--- config.mk ---
export PLATFORM = sky130hd
export DESIGN_NAME = rscm_radio_ctrl
export DESIGN_NICKNAME = d
export VERILOG_FILES = /design/src/shared/rscm_pkg.sv /design/src/hw/rscm_radio_ctrl.sv
export SDC_FILE = /design/constraint.sdc
export NUM_CORES = 1
export LEC_CHECK = 0
export ABC_AREA = 1
export BUFFER_PORTS_ARGS = -buffer_cell sky130_fd_sc_hd__buf_2
export CAP_MARGIN = 25
export CORE_MARGIN = 2
export CORE_UTILIZATION = 45
export DETAILED_ROUTE_END_ITERATION = 10
export PLACE_DENSITY_LB_ADDON = 0.2
export SYNTH_ARGS = -nofsm -noshare
export SYNTH_HDL_FRONTEND = slang
export SYNTH_SLANG_ARGS = --single-unit
--- constraint.sdc ---
create_clock -name clk -period 2 [get_ports clk]
set_input_delay 0 -clock clk [delete_from_list [all_inputs] [get_ports clk]]
set_output_delay 0 -clock clk [all_outputs]
set_load 0.01 [all_outputs]
--- src/shared/rscm_pkg.sv ---
// Constants and types for the radio serial control and mode logic.
// Assumes a 10 MHz system clock; serial pins and reference are asynchronous.
package rscm_pkg;
  localparam int WORD_W    = 16;
  localparam int DATA_W    = 14;
  localparam int ADDR_W    = 2;
  localparam int NUM_REGS  = 4;
  localparam int SYNC_W    = 3;
  localparam logic [ADDR_W-1:0] ADDR_FREQ = 2'h0;
  localparam logic [ADDR_W-1:0] ADDR_CFG  = 2'h1;
  localparam logic [ADDR_W-1:0] ADDR_REFD = 2'h2;
  localparam logic [ADDR_W-1:0] ADDR_TEST = 2'h3;
  localparam logic [DATA_W-1:0] REG_RST   = 14'h0000;
  // Config register fields
  localparam int CFG_TDD_BIT  = 0;
  localparam int CFG_REF2_BIT = 1;
  // LO offset by the IF: 1.024 MHz over 512 kHz steps
  localparam int IF_KHZ   = 1024;
  localparam int STEP_KHZ = 512;
  localparam logic [DATA_W-1:0] IF_STEPS = DATA_W'(IF_KHZ / STEP_KHZ);
  // Reference divide ratios to the 1.024 MHz comparison rate
  localparam int REF_LO_KHZ = 6144;
  localparam int REF_HI_KHZ = 12288;
  localparam logic [3:0] REF_DIV_LO = 4'(REF_LO_KHZ / IF_KHZ);
  localparam logic [3:0] REF_DIV_HI = 4'(REF_HI_KHZ / IF_KHZ);

  typedef enum logic [1:0] {
    RSCM_STANDBY  = 2'h0,
    RSCM_RECEIVE  = 2'h1,
    RSCM_TRANSMIT = 2'h3
  } rscm_mode_t;

  typedef struct packed {
    logic loadStrobe;
    logic serData;
    logic shiftClk;
  } rscm_serial_t;

  typedef struct packed {
    logic [DATA_W-1:0] loTune;
    logic [3:0]        refDiv;
    logic              loopOpen;
    logic              rxPath;
    logic              powered;
  } rscm_radio_t;
endpackage : rscm_pkg

--- src/hw/rscm_radio_ctrl.sv ---
// Serial configuration port and mode decoder of the radio transceiver.
// Assumes serial pins and mode pins arrive asynchronously; reference select is a config register bit.
// What this block does
// - Load addressed register on strobe rising edge
// - Strobe high: ignore data and clock
// - Sixteen-bit words with two-bit address
// - Sample data on shift clock rise, strobe low
// - Chip inactive forces standby, rest powered down
// - Active: receive-select picks receive or transmit
// - New frequency register value retunes oscillator
// - TDD mode offsets LO by IF in receive only
// - Receive mode drives sliced data out
// - Transmit opens loop, modulates from data
// - Reference either frequency, divider chosen accordingly
// - MSB first, 14 data then 2 address
// - Standby keeps registers, accepts writes
// - No error checking on loaded words
module rscm_radio_ctrl
  import rscm_pkg::*;
(
  input  wire logic              clk,          // 10 MHz system clock
  input  wire logic              srst,         // Synchronous reset, high
  input  wire rscm_serial_t      serialIn,     // Strobe, data, shift clock pins
  input  wire logic              chipActive,   // chip_active_select pin
  input  wire logic              receiveSel,   // receive_select pin
  input  wire logic              slicedData,   // Data slicer output
  input  wire logic              txData,       // Filtered transmit data
  output rscm_mode_t             modeOut,      // Decoded operating mode
  output rscm_radio_t            radioCtl,     // Synthesizer and path controls
  output logic                   rxDataOut,    // Receive data to baseband
  output logic                   txModOut,     // Oscillator modulation drive
  output logic [DATA_W-1:0]      freqWord      // Frequency register contents
);

  // Three-stage synchronisers on every asynchronous pin
  logic [SYNC_W-1:0] strbSync_q, datSync_q, sclkSync_q, actSync_q, rxsSync_q;
  always_ff @(posedge clk) begin
    strbSync_q <= {strbSync_q[SYNC_W-2:0], serialIn.loadStrobe};
    datSync_q  <= {datSync_q[SYNC_W-2:0], serialIn.serData};
    sclkSync_q <= {sclkSync_q[SYNC_W-2:0], serialIn.shiftClk};
    actSync_q  <= {actSync_q[SYNC_W-2:0], chipActive};
    rxsSync_q  <= {rxsSync_q[SYNC_W-2:0], receiveSel};
  end

  // Filtered levels change only once stages two and three agree
  logic strb_q, dat_q, sclk_q, act_q, rxs_q;
  always_ff @(posedge clk) begin
    if (srst) begin
      strb_q <= 1'b1;
      dat_q  <= 1'b0;
      sclk_q <= 1'b0;
      act_q  <= 1'b0;
      rxs_q  <= 1'b0;
    end else begin
      if (strbSync_q[1] == strbSync_q[2]) strb_q <= strbSync_q[2];
      if (datSync_q[1] == datSync_q[2])   dat_q  <= datSync_q[2];
      if (sclkSync_q[1] == sclkSync_q[2]) sclk_q <= sclkSync_q[2];
      if (actSync_q[1] == actSync_q[2])   act_q  <= actSync_q[2];
      if (rxsSync_q[1] == rxsSync_q[2])   rxs_q  <= rxsSync_q[2];
    end
  end

  // Edge detection on the filtered strobe and shift clock
  logic strbPrev_q, sclkPrev_q;
  always_ff @(posedge clk) begin
    if (srst) begin
      strbPrev_q <= 1'b1;
      sclkPrev_q <= 1'b0;
    end else begin
      strbPrev_q <= strb_q;
      sclkPrev_q <= sclk_q;
    end
  end
  // Strobe reset high so no false load at start-up
  wire strbRise  = strb_q & ~strbPrev_q;
  wire shiftTake = sclk_q & ~sclkPrev_q & ~strb_q;

  // Shift register, MSB first; frozen while strobe is high
  logic [WORD_W-1:0] shift_q, shift_d;
  assign shift_d = shiftTake ? {shift_q[WORD_W-2:0], dat_q} : shift_q;
  always_ff @(posedge clk) begin
    if (srst) shift_q <= '0;
    else      shift_q <= shift_d;
  end

  // Word split: leading data field, trailing address field
  wire [DATA_W-1:0] wordData = shift_q[WORD_W-1:ADDR_W];
  wire [ADDR_W-1:0] wordAddr = shift_q[ADDR_W-1:0];

  // Register bank; loads in any mode, no checks on content
  logic [DATA_W-1:0] regs_q [NUM_REGS];
  always_ff @(posedge clk) begin
    if (srst) begin
      for (int i = 0; i < NUM_REGS; i++) regs_q[i] <= REG_RST;
    end else if (strbRise) begin
      regs_q[wordAddr] <= wordData;
    end
  end

  // Mode decode from the parallel pins
  rscm_mode_t mode_d, mode_q;
  assign mode_d = !act_q ? RSCM_STANDBY :
                  (rxs_q ? RSCM_RECEIVE : RSCM_TRANSMIT);

  // Configuration fields
  wire [DATA_W-1:0] cfgReg  = regs_q[ADDR_CFG];
  wire              tddOn   = cfgReg[CFG_TDD_BIT];
  wire              refHigh = cfgReg[CFG_REF2_BIT];

  // LO tuning: frequency word, shifted by the IF in TDD receive
  wire [DATA_W-1:0] baseTune = regs_q[ADDR_FREQ];
  wire [DATA_W-1:0] tune_d   = (tddOn && mode_d == RSCM_RECEIVE) ?
                               DATA_W'(baseTune - IF_STEPS) : baseTune;
  wire [3:0]        refDiv_d = refHigh ? REF_DIV_HI : REF_DIV_LO;

  // Radio path controls: tuning and divider from registers, path bits from the mode
  rscm_radio_t radio_d;
  assign radio_d.loTune   = tune_d;
  assign radio_d.refDiv   = refDiv_d;
  assign radio_d.loopOpen = (mode_d == RSCM_TRANSMIT);
  assign radio_d.rxPath   = (mode_d == RSCM_RECEIVE);
  assign radio_d.powered  = (mode_d != RSCM_STANDBY);

  // Data paths gated by mode; idle low otherwise
  wire rxData_d = radio_d.rxPath & slicedData;
  wire txMod_d  = radio_d.loopOpen & txData;

  // Registered outputs; the host must allow lock time after changes
  always_ff @(posedge clk) begin
    if (srst) begin
      mode_q    <= RSCM_STANDBY;
      radioCtl  <= '0;
      rxDataOut <= 1'b0;
      txModOut  <= 1'b0;
      freqWord  <= REG_RST;
    end else begin
      mode_q    <= mode_d;
      radioCtl  <= radio_d;
      rxDataOut <= rxData_d;
      txModOut  <= txMod_d;
      freqWord  <= baseTune;
    end
  end
  assign modeOut = mode_q;

endmodule : rscm_radio_ctrl

After elaboration in Yosys (flattened, before gate mapping)
Memories as Yosys holds them, arrays and structs flattened.
Cells that the tools add are included.
Widths: inputs -> output; s select.
{"block": "totals", "elab_cells": 54, "mem_bits_rw": 56, "n_memories": 1, "ff_bits": 77, "input_bits": 9, "output_inout_bits": 39}
{"memory": "regs_q", "depth": 4, "word_bits": 14, "rd": 2, "rd_clocked_by_memory_dff": 0, "wr": 4, "line_no": "rscm_radio_ctrl.sv:91", "rtl": "logic [DATA_W-1:0] regs_q [NUM_REGS];"}
{"block": "op_classes", "addsub": 1, "reduce_logical": 3, "eq_ne": 7, "muxes": 12, "n_bitwise": 8}
{"cell": "$mux 14", "n": 2}
{"cell": "$reduce_or 14->1", "n": 1}
{"cell": "$sub 14x2->14 const B", "n": 1}
{"cell": "$mux 1", "n": 6}
{"cell": "$mux 2", "n": 3}
{"cell": "$and 1x1->1", "n": 5}
{"cell": "$eq 1x1->1", "n": 5}
{"cell": "$mux 4", "n": 1}
{"cell": "$not 1->1", "n": 3}
{"cell": "$eq 2x1->1 const B", "n": 1}
{"cell": "$eq 2x2->1 const B", "n": 1}
{"cell": "$reduce_bool 2->1", "n": 1}
{"cell": "$logic_and 1x1->1", "n": 1}

Longest topological paths before layout
Gate-level depths: netlist of the first run.
{"block": "logic_depth", "ltp_word": 7, "ltp_mapped": 8, "mapped_depth_nobuf": 8}

Worst setup path before layout of the first run
No wires, ideal clock.
{"block": "synth_timing", "kind": "reg-to-reg", "start": "register strb_q", "end": "memory regs_q[0][0], enable pin", "stages_incl_launch_ff": 6, "synth_period_minus_slack_ns": 1.578, "path_buffers": 1, "path_slack_ns": 0.422, "required_time_ns": 1.639, "arrival_ns": 1.217, "setup_ns": 0.361, "cell_sequence": "dfxtp_1 -> inv_2 -> nor4_4 -> nand2_2 -> buf_6 -> nand2_1"}
{"element": "from (decl)", "line_no": "rscm_radio_ctrl.sv:46", "rtl": "logic strb_q, dat_q, sclk_q, act_q, rxs_q;"}
{"element": "from (signal assigned)", "line_no": "rscm_radio_ctrl.sv:55", "rtl": "if (strbSync_q[1] == strbSync_q[2]) strb_q <= strbSync_q[2];"}
{"element": "to (decl)", "line_no": "rscm_radio_ctrl.sv:91"}

==> results.md, run 1 <==
- The category of the most critical setup path is reg -> reg.
- The vertical die dimension is 85.5 µm.
- The repair_antennas step left the layout with diodes totalling 0.
- In the final layout, the share of cells above drive strength 1 is 18.5%.
- The cell sitting at the root of the clock tree is a sky130_fd_sc_hd__clkbuf_8.
- The critical path goes through inv_2 -> nor4_4 -> nand2_2 -> nand2_1.
- Between clock sinks in the finished design, the worst skew comes to 6.82 ps.
- STA classifies the critical path endpoint as a flip-flop.
- For the pin with the worst max-slew slack, the measured transition is 560 ps.
- The startpoint type of the worst setup path is a flip-flop.
- Measured in cells, the most critical reg-to-reg path has a length of 4.
- The initial standard-cell utilization of the core is 46.8%.
- The clock sink total is 90.
- The cell area that synthesis handed to floorplanning was 0.00299 mm².
- The number of cells after detailed placement is 432.
- Cells fill 55.7% of the core in the end.
- Summed over all layers, the routed wires come to 4720 µm.
- The number of gates resized after cts is 0.
- Counting every net in the synthesized netlist gives 329.
- The signal arrival time at the worst endpoint is 1520 ps.
- Setup violations remaining at the end of the flow were counted as 0.
- The maximum VDD drop is 0.000489 V.
- In the routed design, unresolved DRC markers number 0.
- The total count of max-transition violations in the final report is 0.
- The final cycle utilization of the critical path is 76.7%.
- The TritonCTS clock tree is yes.
- The detailed route wirelength on metal3 is 297 µm.
- The worst hold path passes through 2 cells.
- The run finished with clean final reports.
- The post-layout total power is 0.00347 W.
- The worst-case headroom to the max-slew limit is 62.7%.
- The detailed-route via count is 2081.
- Derived from the worst setup path, the maximum achievable clock frequency is 0.652 GHz.
- The number of antenna violations at the first check in global routing is 0.
- The die covers 0.00731 mm².
- The placeable core area is 0.00639 mm².
- The global router's overall resource usage is 14.5%.
- During synthesis, Yosys emitted a total of 0 warnings.
- In this run, the number of DRC markers left after iteration 0 of detailed routing was 92.
- In this run the horizontal extent of the chip is 85.5 µm.
- In this run the number of H-tree levels came out at 3.
- The clock period minus worst slack is 1530 ps.
- The layout has 597 filler cells.
- The register clock-pin slew on the reported worst setup and hold paths is 90 ps.
- The clock reaches the later pin of the worst-skew pair after 350 ps.
- The area added between synthesis and finish is 19.1%.
- The first-pass GRT wire length is 8300 µm.
- The startpoint of the worst hold path is srst.
- The row count is 29.
- The number of CTS-inserted buffers is 9.
- The power density over the cells is 975 mW/mm².
- The setup TNS is 0 ps.
- The detail-routed via count per cell is 4.57.
- Entering global routing, the biggest net connects 33 pins.
- In this run the critical register-to-register path is captured at regs_q[0][11].
- Along the worst path, the maximum fanout reaches 14.
- The longest clock path from root to sink contains 2 buffers.
- In this run the static leakage power is 1.56 nW.
- The synthesized netlist contains 23 unique library cells.
- The worst register-to-register path has a setup slack of 470 ps.
- In this run the count of I/O pins placed on the die edge is 48.
- The synthesis-stage register bit count is 90.
- Setup repair after global routing left no endpoint under its margin.
- The routed wirelength normalized by instance count is 10.4 µm.
- Detailed placement finished with a half-perimeter wire length of 3200 µm.
- In this run the critical register-to-register path is launched from strb_q.
- The highest metal layer with signal wires is met4.
- The first-pass iteration count of the detailed router is 4.
- At the end of routability-driven placement, the weighted congestion stood at 0.835.
- The remaining antenna violation count after routing is 0.
- The count of input and output buffers is 46.
- The number of maximum-capacitance constraint violations is 0.
- The highest cell delay on the worst timing path is 410 ps.
- The number of global-route vias before repair is 1943.
- The finished layout holds 455 standard cells, fillers aside.
- The path category of the worst min-delay check is in -> reg.
- The slowest stage of the critical path is the sky130_fd_sc_hd__nand2_1 cell.
- At the worst endpoint, the required time is 1990 ps.
- The final layout net count is 383.
- The post-synthesis sequential area ratio is 65.7%.
- Final hold analysis gives a worst-case slack of 114 ps.
- The worst-case hold path end point is radioCtl[4].
- The number of setup buffers added after CTS is 0.
- The hold violation total from the final report is 0.
- The gate count after technology mapping is 319.
- After detailed routing, the wire length on met1 is 2240 µm.
- After global routing the overflow that remains totals 0.
- The total length of routed met2 wires is 2120 µm.
- The average instance in the mapped netlist occupies 9.37 µm².
==> sequential cells by signal, indices dropped and copies added (netlist names), 3 cells and up <==
signal / cells
datSync_q: 3
strbSync_q: 3
shift_q: 16
actSync_q: 3
radioCtl: 20
sclkSync_q: 3
regs_q: 16
freqWord: 13
rxsSync_q: 3
==> cell families (layout without fill, tap and decap cells) <==
kind of cell / count (synthesis) / in the layout / synth area share (%)
other: 1 / 1 / 0.126
AND/OR/NAND/NOR: 119 / 119 / 17.1
flip-flops: 90 / 90 / 65.7
buffers and inverters: 55 / 114 / 7.83
adder cells (fa/ha/maj): 1 / 1 / 0.419
AO/OA/AOI/OAI: 53 / 53 / 8.88
==> layout by cell type, fill, tap and decap left out, types with 2 or more instances in the layout <==
cell and count:
sky130_fd_sc_hd__a21oi_1 28, sky130_fd_sc_hd__and2_1 2, sky130_fd_sc_hd__buf_2 46, sky130_fd_sc_hd__buf_4 3, sky130_fd_sc_hd__bufinv_16 2, sky130_fd_sc_hd__clkbuf_8 10
sky130_fd_sc_hd__clkinv_4 2, sky130_fd_sc_hd__dfxtp_1 74, sky130_fd_sc_hd__dlygate4sd3_1 7, sky130_fd_sc_hd__edfxtp_1 16, sky130_fd_sc_hd__inv_1 41, sky130_fd_sc_hd__nand2_1 27
sky130_fd_sc_hd__nand3_1 12, sky130_fd_sc_hd__nand4_1 3, sky130_fd_sc_hd__nor2_1 68, sky130_fd_sc_hd__nor3_1 2, sky130_fd_sc_hd__o21ai_0 25
==> critical path: cells and delay by family (launching register included) <==
family	cells	cell delay, ps
simple gates	3	730
buf+inv	1	70
flops	1	360
==> synth_stat cells <==
cell type | n | area share [%]
sky130_fd_sc_hd__nand3_1 | 12 | 2.0
sky130_fd_sc_hd__buf_2 | 7 | 1.2
sky130_fd_sc_hd__clkbuf_1 | 2 | 0.25
sky130_fd_sc_hd__edfxtp_1 | 16 | 16
sky130_fd_sc_hd__nand4_1 | 3 | 0.63
sky130_fd_sc_hd__nor3_1 | 2 | 0.34
sky130_fd_sc_hd__nor3b_1 | 1 | 0.25
sky130_fd_sc_hd__inv_1 | 41 | 5.2
sky130_fd_sc_hd__buf_6 | 1 | 0.38
sky130_fd_sc_hd__dfxtp_1 | 74 | 50
sky130_fd_sc_hd__inv_2 | 1 | 0.13
sky130_fd_sc_hd__nand2_2 | 1 | 0.21
sky130_fd_sc_hd__a21oi_1 | 28 | 4.7
sky130_fd_sc_hd__nor2_1 | 68 | 8.5
sky130_fd_sc_hd__buf_4 | 3 | 0.75
sky130_fd_sc_hd__ha_1 | 1 | 0.42
sky130_fd_sc_hd__nor4_4 | 1 | 0.71
sky130_fd_sc_hd__nor2_2 | 1 | 0.21
sky130_fd_sc_hd__nor2_4 | 1 | 0.38
sky130_fd_sc_hd__nand2_1 | 27 | 3.4
sky130_fd_sc_hd__conb_1 | 1 | 0.13
sky130_fd_sc_hd__o21ai_0 | 25 | 4.2
sky130_fd_sc_hd__and2_1 | 2 | 0.42
==> repair_timing <==
item	in CTS	in global routing
setup endpoints to repair	0	0
hold buffers	7	0
hold endpoints to repair	7	0
==> per-layer routing <==
metal | vias to the layer above | global-route usage, %
met2 | 46 | 23.5
met5 | - | 0
met3 | 7 | 4.67
met4 | 0 | 6.93
li1 | 1112 | -
met1 | 916 | 17.4
==> cell type report <==
class	count	area [µm²]	share of cell area, %
sequential	90	1960	55.1
multi-input combinational	174	792	22.3
timing repair buffer	56	323	9.07
inverter	42	158	4.43
clock buffer	10	138	3.87
tap	77	96.3	2.71
clock inverter	6	90.1	2.53
==> through the flow <==
stage	instance area, µm²	setup WS [ps]
2_1_floorplan	2990	422
3_3_place_gp	3260	496
3_5_place_dp	3260	447
4_1_cts	3560	428
5_1_grt	3560	283
6_report	3560	466
==> power by group <==
part           leakage [nW]  internal (W)  switching [W]
registers             0.776       0.00191      0.0000339
logic                 0.667     0.0000667       0.000104
clock network         0.112      0.000739       0.000616
total                  1.56       0.00272       0.000753
==> worst max-delay path by stage <==
stage | slack, ps | depth (start not counted) | end | startpoint
2_1_floorplan | 420 | 5 | regs_q[0][0] | strb_q
3_3_place_gp | 500 | 4 | regs_q[0][12] | strb_q
3_5_place_dp | 450 | 4 | regs_q[0][12] | strb_q
4_1_cts | 430 | 4 | regs_q[0][11] | strb_q
5_1_grt | 280 | 4 | regs_q[0][11] | strb_q
6_report | 470 | 4 | regs_q[0][11] | strb_q
Note: power is estimated with default switching activity, not from simulation.
==> run 2, diff against run 1 <==
ABC_AREA = 0   (was 1)
clock period = 1.6 ns   (was 2 ns; I/O delays follow)
==> results.md, run 2 <==
- The pin count of the biggest net entering global routing came to 56 (+70%).
- The share of cells above drive strength 1 was 30.9% (+12 points).
- The first-pass GRT wire length was 7870 µm (-5.2%).
- The slew at the pin closest to its max-slew limit is 571 ps (+11.1 ps).
- The final critical-path setup slack is -182 ps (-649 ps).
- The routed wirelength normalized by instance count is 11.2 µm (+7.8%).
- Relative to the synthesized area, the layout overhead comes to 25.2%.
- The number of maximum-capacitance constraint violations is 0 (unchanged).
- The routability congestion estimate is 0.744 (-11%).
- The category of the most critical setup path is reg -> reg.
- The total DRC errors in the routed layout came to 0 (unchanged).
- The post-route cell area was 0.00375 mm² (+5.3%).
- STA classifies the critical path endpoint as a flip-flop.
- The detailed-route via count is 1959 (-5.9%).
- The logic depth of the worst register-to-register path came to 4 (unchanged).
- The power density over the cells is 1110 mW/mm² (+14%).
- Sorting the synthesized cells by how often they occur yields sky130_fd_sc_hd__dfxtp_1 (74), sky130_fd_sc_hd__nand2_1 (38), sky130_fd_sc_hd__a21oi_1 (24), sky130_fd_sc_hd__nor2b_1 (18).
- TritonCTS built the clock tree.
- The last element of the critical path is radioCtl[20].
- The final wirelength is 4690 µm (-0.51%).
- The post-placement worst setup slack is -184 ps (-631 ps).
- The post-synth net total came to 276 (-16%).
- The number of global-route vias before repair is 1827 (-6.0%).
- The detail-routed via count per cell is 4.66 (+2.0%).
- The maximum VDD drop is 0.000520 V (+6.3%).
- The clock period minus worst slack is 1780 ps (+249 ps).
- The number of synthesized flops with an enable pin is 16 (unchanged).
- The run finished, with violations left.
- The fraction of synthesized cell area taken by the top area cell type is 49.5% (-0.083 points).
- The number of cells after detailed placement was 395 (-8.6%).
- The worst-path maximum fanout is 8 (-6).
- The post-synthesis sequential area ratio is 65.6% (-0.11 points).
- The global router's overall resource usage is 13.6% (-0.88 points).
- sky130_fd_sc_hd__dfxtp_1 is the most common cell in the netlist.
- In this run the critical register-to-register path is captured at radioCtl[20].
- The count of yosys warnings during synthesis was 0 (unchanged).
- The number of antenna violations at the first check in global routing is 0 (unchanged).
- The post-synthesis cell area is 0.00299 mm² (+0.17%).
- The initial standard-cell utilization of the core is 46.9% (+0.078 points).
- For this run, the leading register cell type out of synthesis is sky130_fd_sc_hd__dfxtp_1.
- The required time at the endpoint of the critical path is 1830 ps (-160 ps).
- The total die area is 0.00732 mm² (+0.15%).
- The checks that failed: setup timing.
- The I/O pin total is 48 (unchanged).
- The remaining antenna violation count after routing is 0 (unchanged).
- The async set or reset register ratio after synthesis is 0% (unchanged).
- The most frequent standard cell in the layout excluding fill and tap cells is sky130_fd_sc_hd__dfxtp_1.
- The total count of max-transition violations in the final report was 0 (unchanged).
- The number of buffers on the longest clock path is 2 (unchanged).
- The worst-case register-to-register setup slack came to -180 ps (-650 ps).
- The critical path starts at regs_q[0][4].
- The die boundary width is 85.6 µm (about the same).
- The number of different library cells in the post-synthesis netlist is 34 (+48%).
- The setup TNS is -796 ps (-796 ps).
- The CTS H-tree depth was 3 (unchanged).
- The startpoint type of the worst setup path is a flip-flop.
- The number of flip-flops under the largest register name is 20 (unchanged).
- The total inserted antenna cells is 0 (unchanged).
- The placeable core area is 0.00639 mm² (unchanged).
- The leakage power of the design is 1.58 nW (+1.3%).
- Setup repair after global routing could not meet its margin everywhere.
- The clock sink total was 90 (unchanged).
- The hold violation total from the final report is 0 (unchanged).
- The post-DP HPWL is 3030 µm (-5.3%).
- The register clock-pin slew on the reported worst setup and hold paths is 80 ps (about the same).
- The synthesis-stage register bit count is 90 (unchanged).
- The cell area reported after detailed placement was 0.00340 mm² (+4.2%).
- The synthesized area per cell came to 11.3 µm² (+20%).
- The clock root buffer is sky130_fd_sc_hd__clkbuf_8.
- The count of input and output buffers is 46 (unchanged).
- The final layout net count is 348 (-9.1%).
- Ranked by flip-flop count, first place goes to radioCtl.
- The worst register-to-register path begins at regs_q[0][4].
- The overall overflow remaining after global route is 0 (unchanged).
- The vertical die dimension is 85.6 µm (about the same).
- The initial detailed-routing violation count is 25 (-73%).
- The clock skew was 6.93 ps (+0.104 ps).
- The later-pin clock latency in the skew report came to 340 ps (about the same).
- The count of endpoints failing setup in the final report is 8 (+8).
- The first-pass iteration count of the detailed router was 4 (unchanged).
- By area the synthesized netlist is led by sky130_fd_sc_hd__dfxtp_1 (49%), sky130_fd_sc_hd__edfxtp_1 (16%), sky130_fd_sc_hd__nand2_1 (4.8%).
- The final cycle utilization of the critical path is 111% (+35 points).
- The maximum operating frequency is 0.561 GHz (-14%).
- The number of fill cells in the layout was 533 (-11%).
- The signal arrival time at the worst endpoint is 2010 ps (+490 ps).
- The path category of the worst min-delay check is in -> reg.
- The worst slack on hold paths is 248 ps (+134 ps).
- The worst-case headroom to the max-slew limit is 61.9% (-0.74 points).
- The final cell count without fillers is 420 (-7.7%).
- The gate count after technology mapping came to 266 (-17%).
- The largest registers in the layout are radioCtl x20, regs_q x16, shift_q x16.
- Summed over all instances, the cell type with the most area after synthesis is sky130_fd_sc_hd__dfxtp_1.
- The number of CTS-inserted buffers is 9 (unchanged).
- The top cell types in the final layout, fill and taps aside, are sky130_fd_sc_hd__dfxtp_1 (74), sky130_fd_sc_hd__buf_2 (46), sky130_fd_sc_hd__nand2_1 (38).
- The row count is 29 (unchanged).
[run 2: kinds of logic (layout without fill, tap and decap cells)]
kind of cell,after synthesis,after routing,share of synthesized area [%]
AOI/OAI and AO/OA,32,32,5.52
and+or+nand+nor,115,115,21.9
DFF,90,90,65.6
buffers and inverters,17,94,2.88
other,1,1,0.125
xor gates and xnor gates,2,2,0.585
adders and majority gates,1,1,0.418
muxes,8,8,3.01
[run 2: per-layer routing]
metal	up-vias	part of all wire (%)	global-route usage, %
met1	883	48	16.4
met4	0	2.3	7.36
met5	-	0	0
met2	35	46	22.2
li1	1031	-	-
met3	10	3.9	3.66
[run 2: worst min path at each step]
stage                startpoint      endpoint  slack (ps)  depth (start not counted)
global route               srst  regs_q[1][1]         260                          4
finish                     srst    shift_q[0]         250                          3
global placement    serialIn[1]  datSync_q[0]         100                          1
floorplan            chipActive  actSync_q[0]          30                          0
detailed placement   receiveSel  rxsSync_q[0]         100                          1
CTS                        srst   freqWord[1]         220                          3
[run 2: repair_timing]
action                                  in CTS  in global routing
endpoints found under the setup margin       7                 23
gates cloned                                 0                  0
gates resized for setup                      1                 13
hold buffers                                 7                  0
endpoints found under the hold margin        7                  0
buffers inserted                             0                  2
pin swaps                                    2                  3
[run 2: power by group]
part	total, W	internal [W]	switching (W)
clock network	0.00150	0.000787	0.000713
logic	0.000243	0.000113	0.000130
registers	0.00241	0.00238	0.0000306
[run 2: layout make-up]
class / instances / area (µm²) / area share, %
Multi-Input combinational cell: 159 / 1000 / 26.7
Sequential cell: 90 / 1960 / 52.4
Clock buffer: 15 / 198 / 5.28
Tap cell: 77 / 96.3 / 2.57
Clock inverter: 1 / 5.00 / 0.134
Inverter: 3 / 11.3 / 0.301
Timing Repair Buffer: 75 / 473 / 12.6
[run 2: critical path, stage by stage (launching register included)]
cell and delay [ps]:
sky130_fd_sc_hd__edfxtp_1 380, sky130_fd_sc_hd__or4_1 540, sky130_fd_sc_hd__buf_6 170, sky130_fd_sc_hd__nor4b_4 250, sky130_fd_sc_hd__mux2_1 330
[run 2: through the flow]
stage	power, W	util, %
2_1_floorplan	0.00259	-
3_3_place_gp	0.00268	53.2
3_5_place_dp	0.00268	53.2
4_1_cts	0.00419	57.5
5_1_grt	0.00432	58.7
6_report	0.00416	58.7
==> run 3, diff against run 2 <==
PLACE_DENSITY = 0.66   (was unset)
PLACE_DENSITY_LB_ADDON = unset   (was 0.2)
clock period = 2.1 ns   (was 1.6 ns; I/O delays follow)
==> results.md, run 3 (synthesis gave the netlist of run 2 again) <==
- The flow ran to the end, and the final reports show no timing, DRC or antenna violations.
- The detail-routed via count per cell was 4.69 (+0.47%).
- Setup repair after global routing left no endpoint under its margin.
- The number of fill cells in the layout is 555 (+4.1%).
- The routed wirelength normalized by instance count is 11.3 µm (+0.99%).
- The I/O pin total is 48 (unchanged).
- The post-CTS repair timing setup buffer count is 0 (unchanged).
- The worst setup path is launched from a flip-flop.
- The first-pass iteration count of the detailed router is 6 (+2).
- The clock skew was 12.2 ps (+5.31 ps).
- STA classifies the critical path endpoint as a flip-flop.
- The logic depth of the worst register-to-register path is 4 (unchanged).
- The worst-path maximum fanout is 8 (unchanged).
- The initial detailed-routing violation count is 48 (+92%).
- The CTS H-tree depth is 3 (unchanged).
- The number of maximum-capacitance constraint violations is 0 (unchanged).
- The signal arrival time at the worst endpoint is 2150 ps (+140 ps).
- Leaving out fill and tap cells, the most frequent cell in the layout is sky130_fd_sc_hd__dfxtp_1.
- The maximum operating frequency came to 0.528 GHz (-5.9%).
- The remaining antenna violation count after routing was 0 (unchanged).
- The proportion of power drawn by the clock network is 35.0% (-1.1 points).
- The count of endpoints failing setup in the final report was 0 (-8).
- The clock period minus worst slack is 1890 ps (+112 ps).
- The detailed-route via count is 1898 (-3.1%).
- The final critical-path setup slack was 206 ps (+388 ps).
- The leakage power of the design came to 1.48 nW (-6.2%).
- The total DRC errors in the routed layout is 0 (unchanged).
- The row count is 29 (unchanged).
- The maximum VDD drop came to 0.000419 V (-19%).
- TritonCTS built the clock tree.
- The number of CTS-inserted buffers is 9 (unchanged).
- The library cells used most frequently in the layout, excluding fill and tap cells, are sky130_fd_sc_hd__dfxtp_1 (74), sky130_fd_sc_hd__buf_2 (46), sky130_fd_sc_hd__nand2_1 (38).
- The count of input and output buffers is 46 (unchanged).
- The number of gates resized after cts is 0 (-1).
- The final wirelength was 4570 µm (-2.6%).
- The final cycle utilization of the critical path is 90.2% (-21 points).
- The hold violation total from the final report is 0 (unchanged).
- The number of buffers on the longest clock path is 2 (unchanged).
- The number of flip-flops under the largest register name is 20 (unchanged).
- The number of global-route vias before repair is 1763 (-3.5%).
- The area of all sequential standard cells is 0.00196 mm² (unchanged).
- The clock root buffer is sky130_fd_sc_hd__clkbuf_8.
- The setup TNS was 0 ps (+796 ps).
- The quantity of hold-fixing buffers added after cts was 7 (unchanged).
- The global router's overall resource usage is 13.6% (+0.018 points).
- The register clock-pin slew on the reported worst setup and hold paths is 90 ps (about the same).
- The share of cells above drive strength 1 is 25.3% (-5.6 points).
- The required time at the endpoint of the critical path is 2350 ps (+520 ps).
- The pin count of the biggest net entering global routing is 56 (unchanged).
- Relative to the synthesized area, the layout overhead comes to 18.7%.
- In the final layout, the registers with the most flip-flops are radioCtl x20, regs_q x16, shift_q x16.
- The vertical die dimension is 85.6 µm (unchanged).
- The power spent charging and discharging nets was 0.000717 W (-18%).
- The worst-case headroom to the max-slew limit is 63.8% (+1.9 points).
- The multi-input logic area is 945 µm² (-5.7%).
- The initial standard-cell utilization of the core is 46.9% (unchanged).
- The power density over the cells is 865 mW/mm² (-22%).
- The routability congestion estimate is 0.828 (+11%).
- The clock sink total is 90 (unchanged).
- The number of antenna violations at the first check in global routing is 0 (unchanged).
- The post-DP HPWL is 2940 µm (-2.9%).
- The total count of max-transition violations in the final report is 0 (unchanged).
- The first-pass GRT wire length is 7740 µm (-1.6%).
- The total internal power came to 0.00236 W (-28%).
- The placeable core area is 0.00639 mm² (unchanged).
- The post-placement worst setup slack is 212 ps (+396 ps).
- The category of the most critical setup path is reg -> reg.
- The register with the most flip-flops in the final layout is radioCtl.
- The instance count along the most critical hold path is 3 (unchanged).
- The share of total power consumed by net switching is 23.3% (+2.3 points).
- The overall overflow remaining after global route is 0 (unchanged).
- The die boundary width came to 85.6 µm (unchanged).
- The combinational fraction of design power was 5.0% (-0.8 points).
- The worst hold path belongs to the class in -> reg.
- The part of the power in registers is 60.0% (+1.9 points).
- The total die area came to 0.00732 mm² (unchanged).
- The total inserted antenna cells is 0 (unchanged).
- The final layout net count is 333 (-4.3%).
- The slew at the pin closest to its max-slew limit came to 542 ps (-28.4 ps).
- The later-pin clock latency in the skew report was 350 ps (about the same).
==> run 3: power by group through the flow <==
stage          combinational, W  sequential (W)  clock [W]
2_1_floorplan         0.0000799         0.00190          0
3_3_place_gp           0.000143         0.00188          0
3_5_place_dp           0.000144         0.00188          0
4_1_cts                0.000155         0.00184    0.00112
5_1_grt                0.000170         0.00185    0.00117
6_report               0.000153         0.00184    0.00108
==> run 3: cell type report <==
class	count	area share (%)
Sequential cell	90	55.2
Multi-Input combinational cell	159	26.6
Timing Repair Buffer	60	9.93
Clock buffer	10	3.87
Tap cell	77	2.71
Clock inverter	6	1.34
Inverter	3	0.317
==> run 3: path summary, 6_finish.rpt <==
path | endpoint | start | slack (ps)
worst min-delay path | regs_q[1][0] | srst | 130
worst min register to register | strbSync_q[1] | strbSync_q[0] | 330
worst max-delay path | radioCtl[19] | regs_q[0][4] | 210
worst max register to register | radioCtl[19] | regs_q[0][4] | 210
==> run 3: critical path, cell delays in order, from the launching register on <==
cell and delay, ps:
sky130_fd_sc_hd__edfxtp_1 450, sky130_fd_sc_hd__or4_1 530, sky130_fd_sc_hd__buf_4 200, sky130_fd_sc_hd__nor4_4 270, sky130_fd_sc_hd__mux2_1 340
==> run 3: routing by layer <==
layer  vias to the layer above  global-route usage, %  share of wire [%]
met5                         -                      0                  0
met1                       848                   16.1                 48
met2                        41                   21.7                 44
met3                        11                   4.33                4.8
met4                         0                   8.37                2.6
li1                        998                      -                  -
==> run 3: stage by stage <==
step	cells	total power, W	instance area, µm²	util (%)	hold slack, ps
finish	405	0.00307	3550	55.6	135
floorplan	266	0.00198	2990	-	27.7
global route	405	0.00320	3550	55.6	139
CTS	405	0.00312	3550	55.6	108
detailed placement	382	0.00203	3300	51.6	104
global placement	382	0.00203	3300	51.6	103
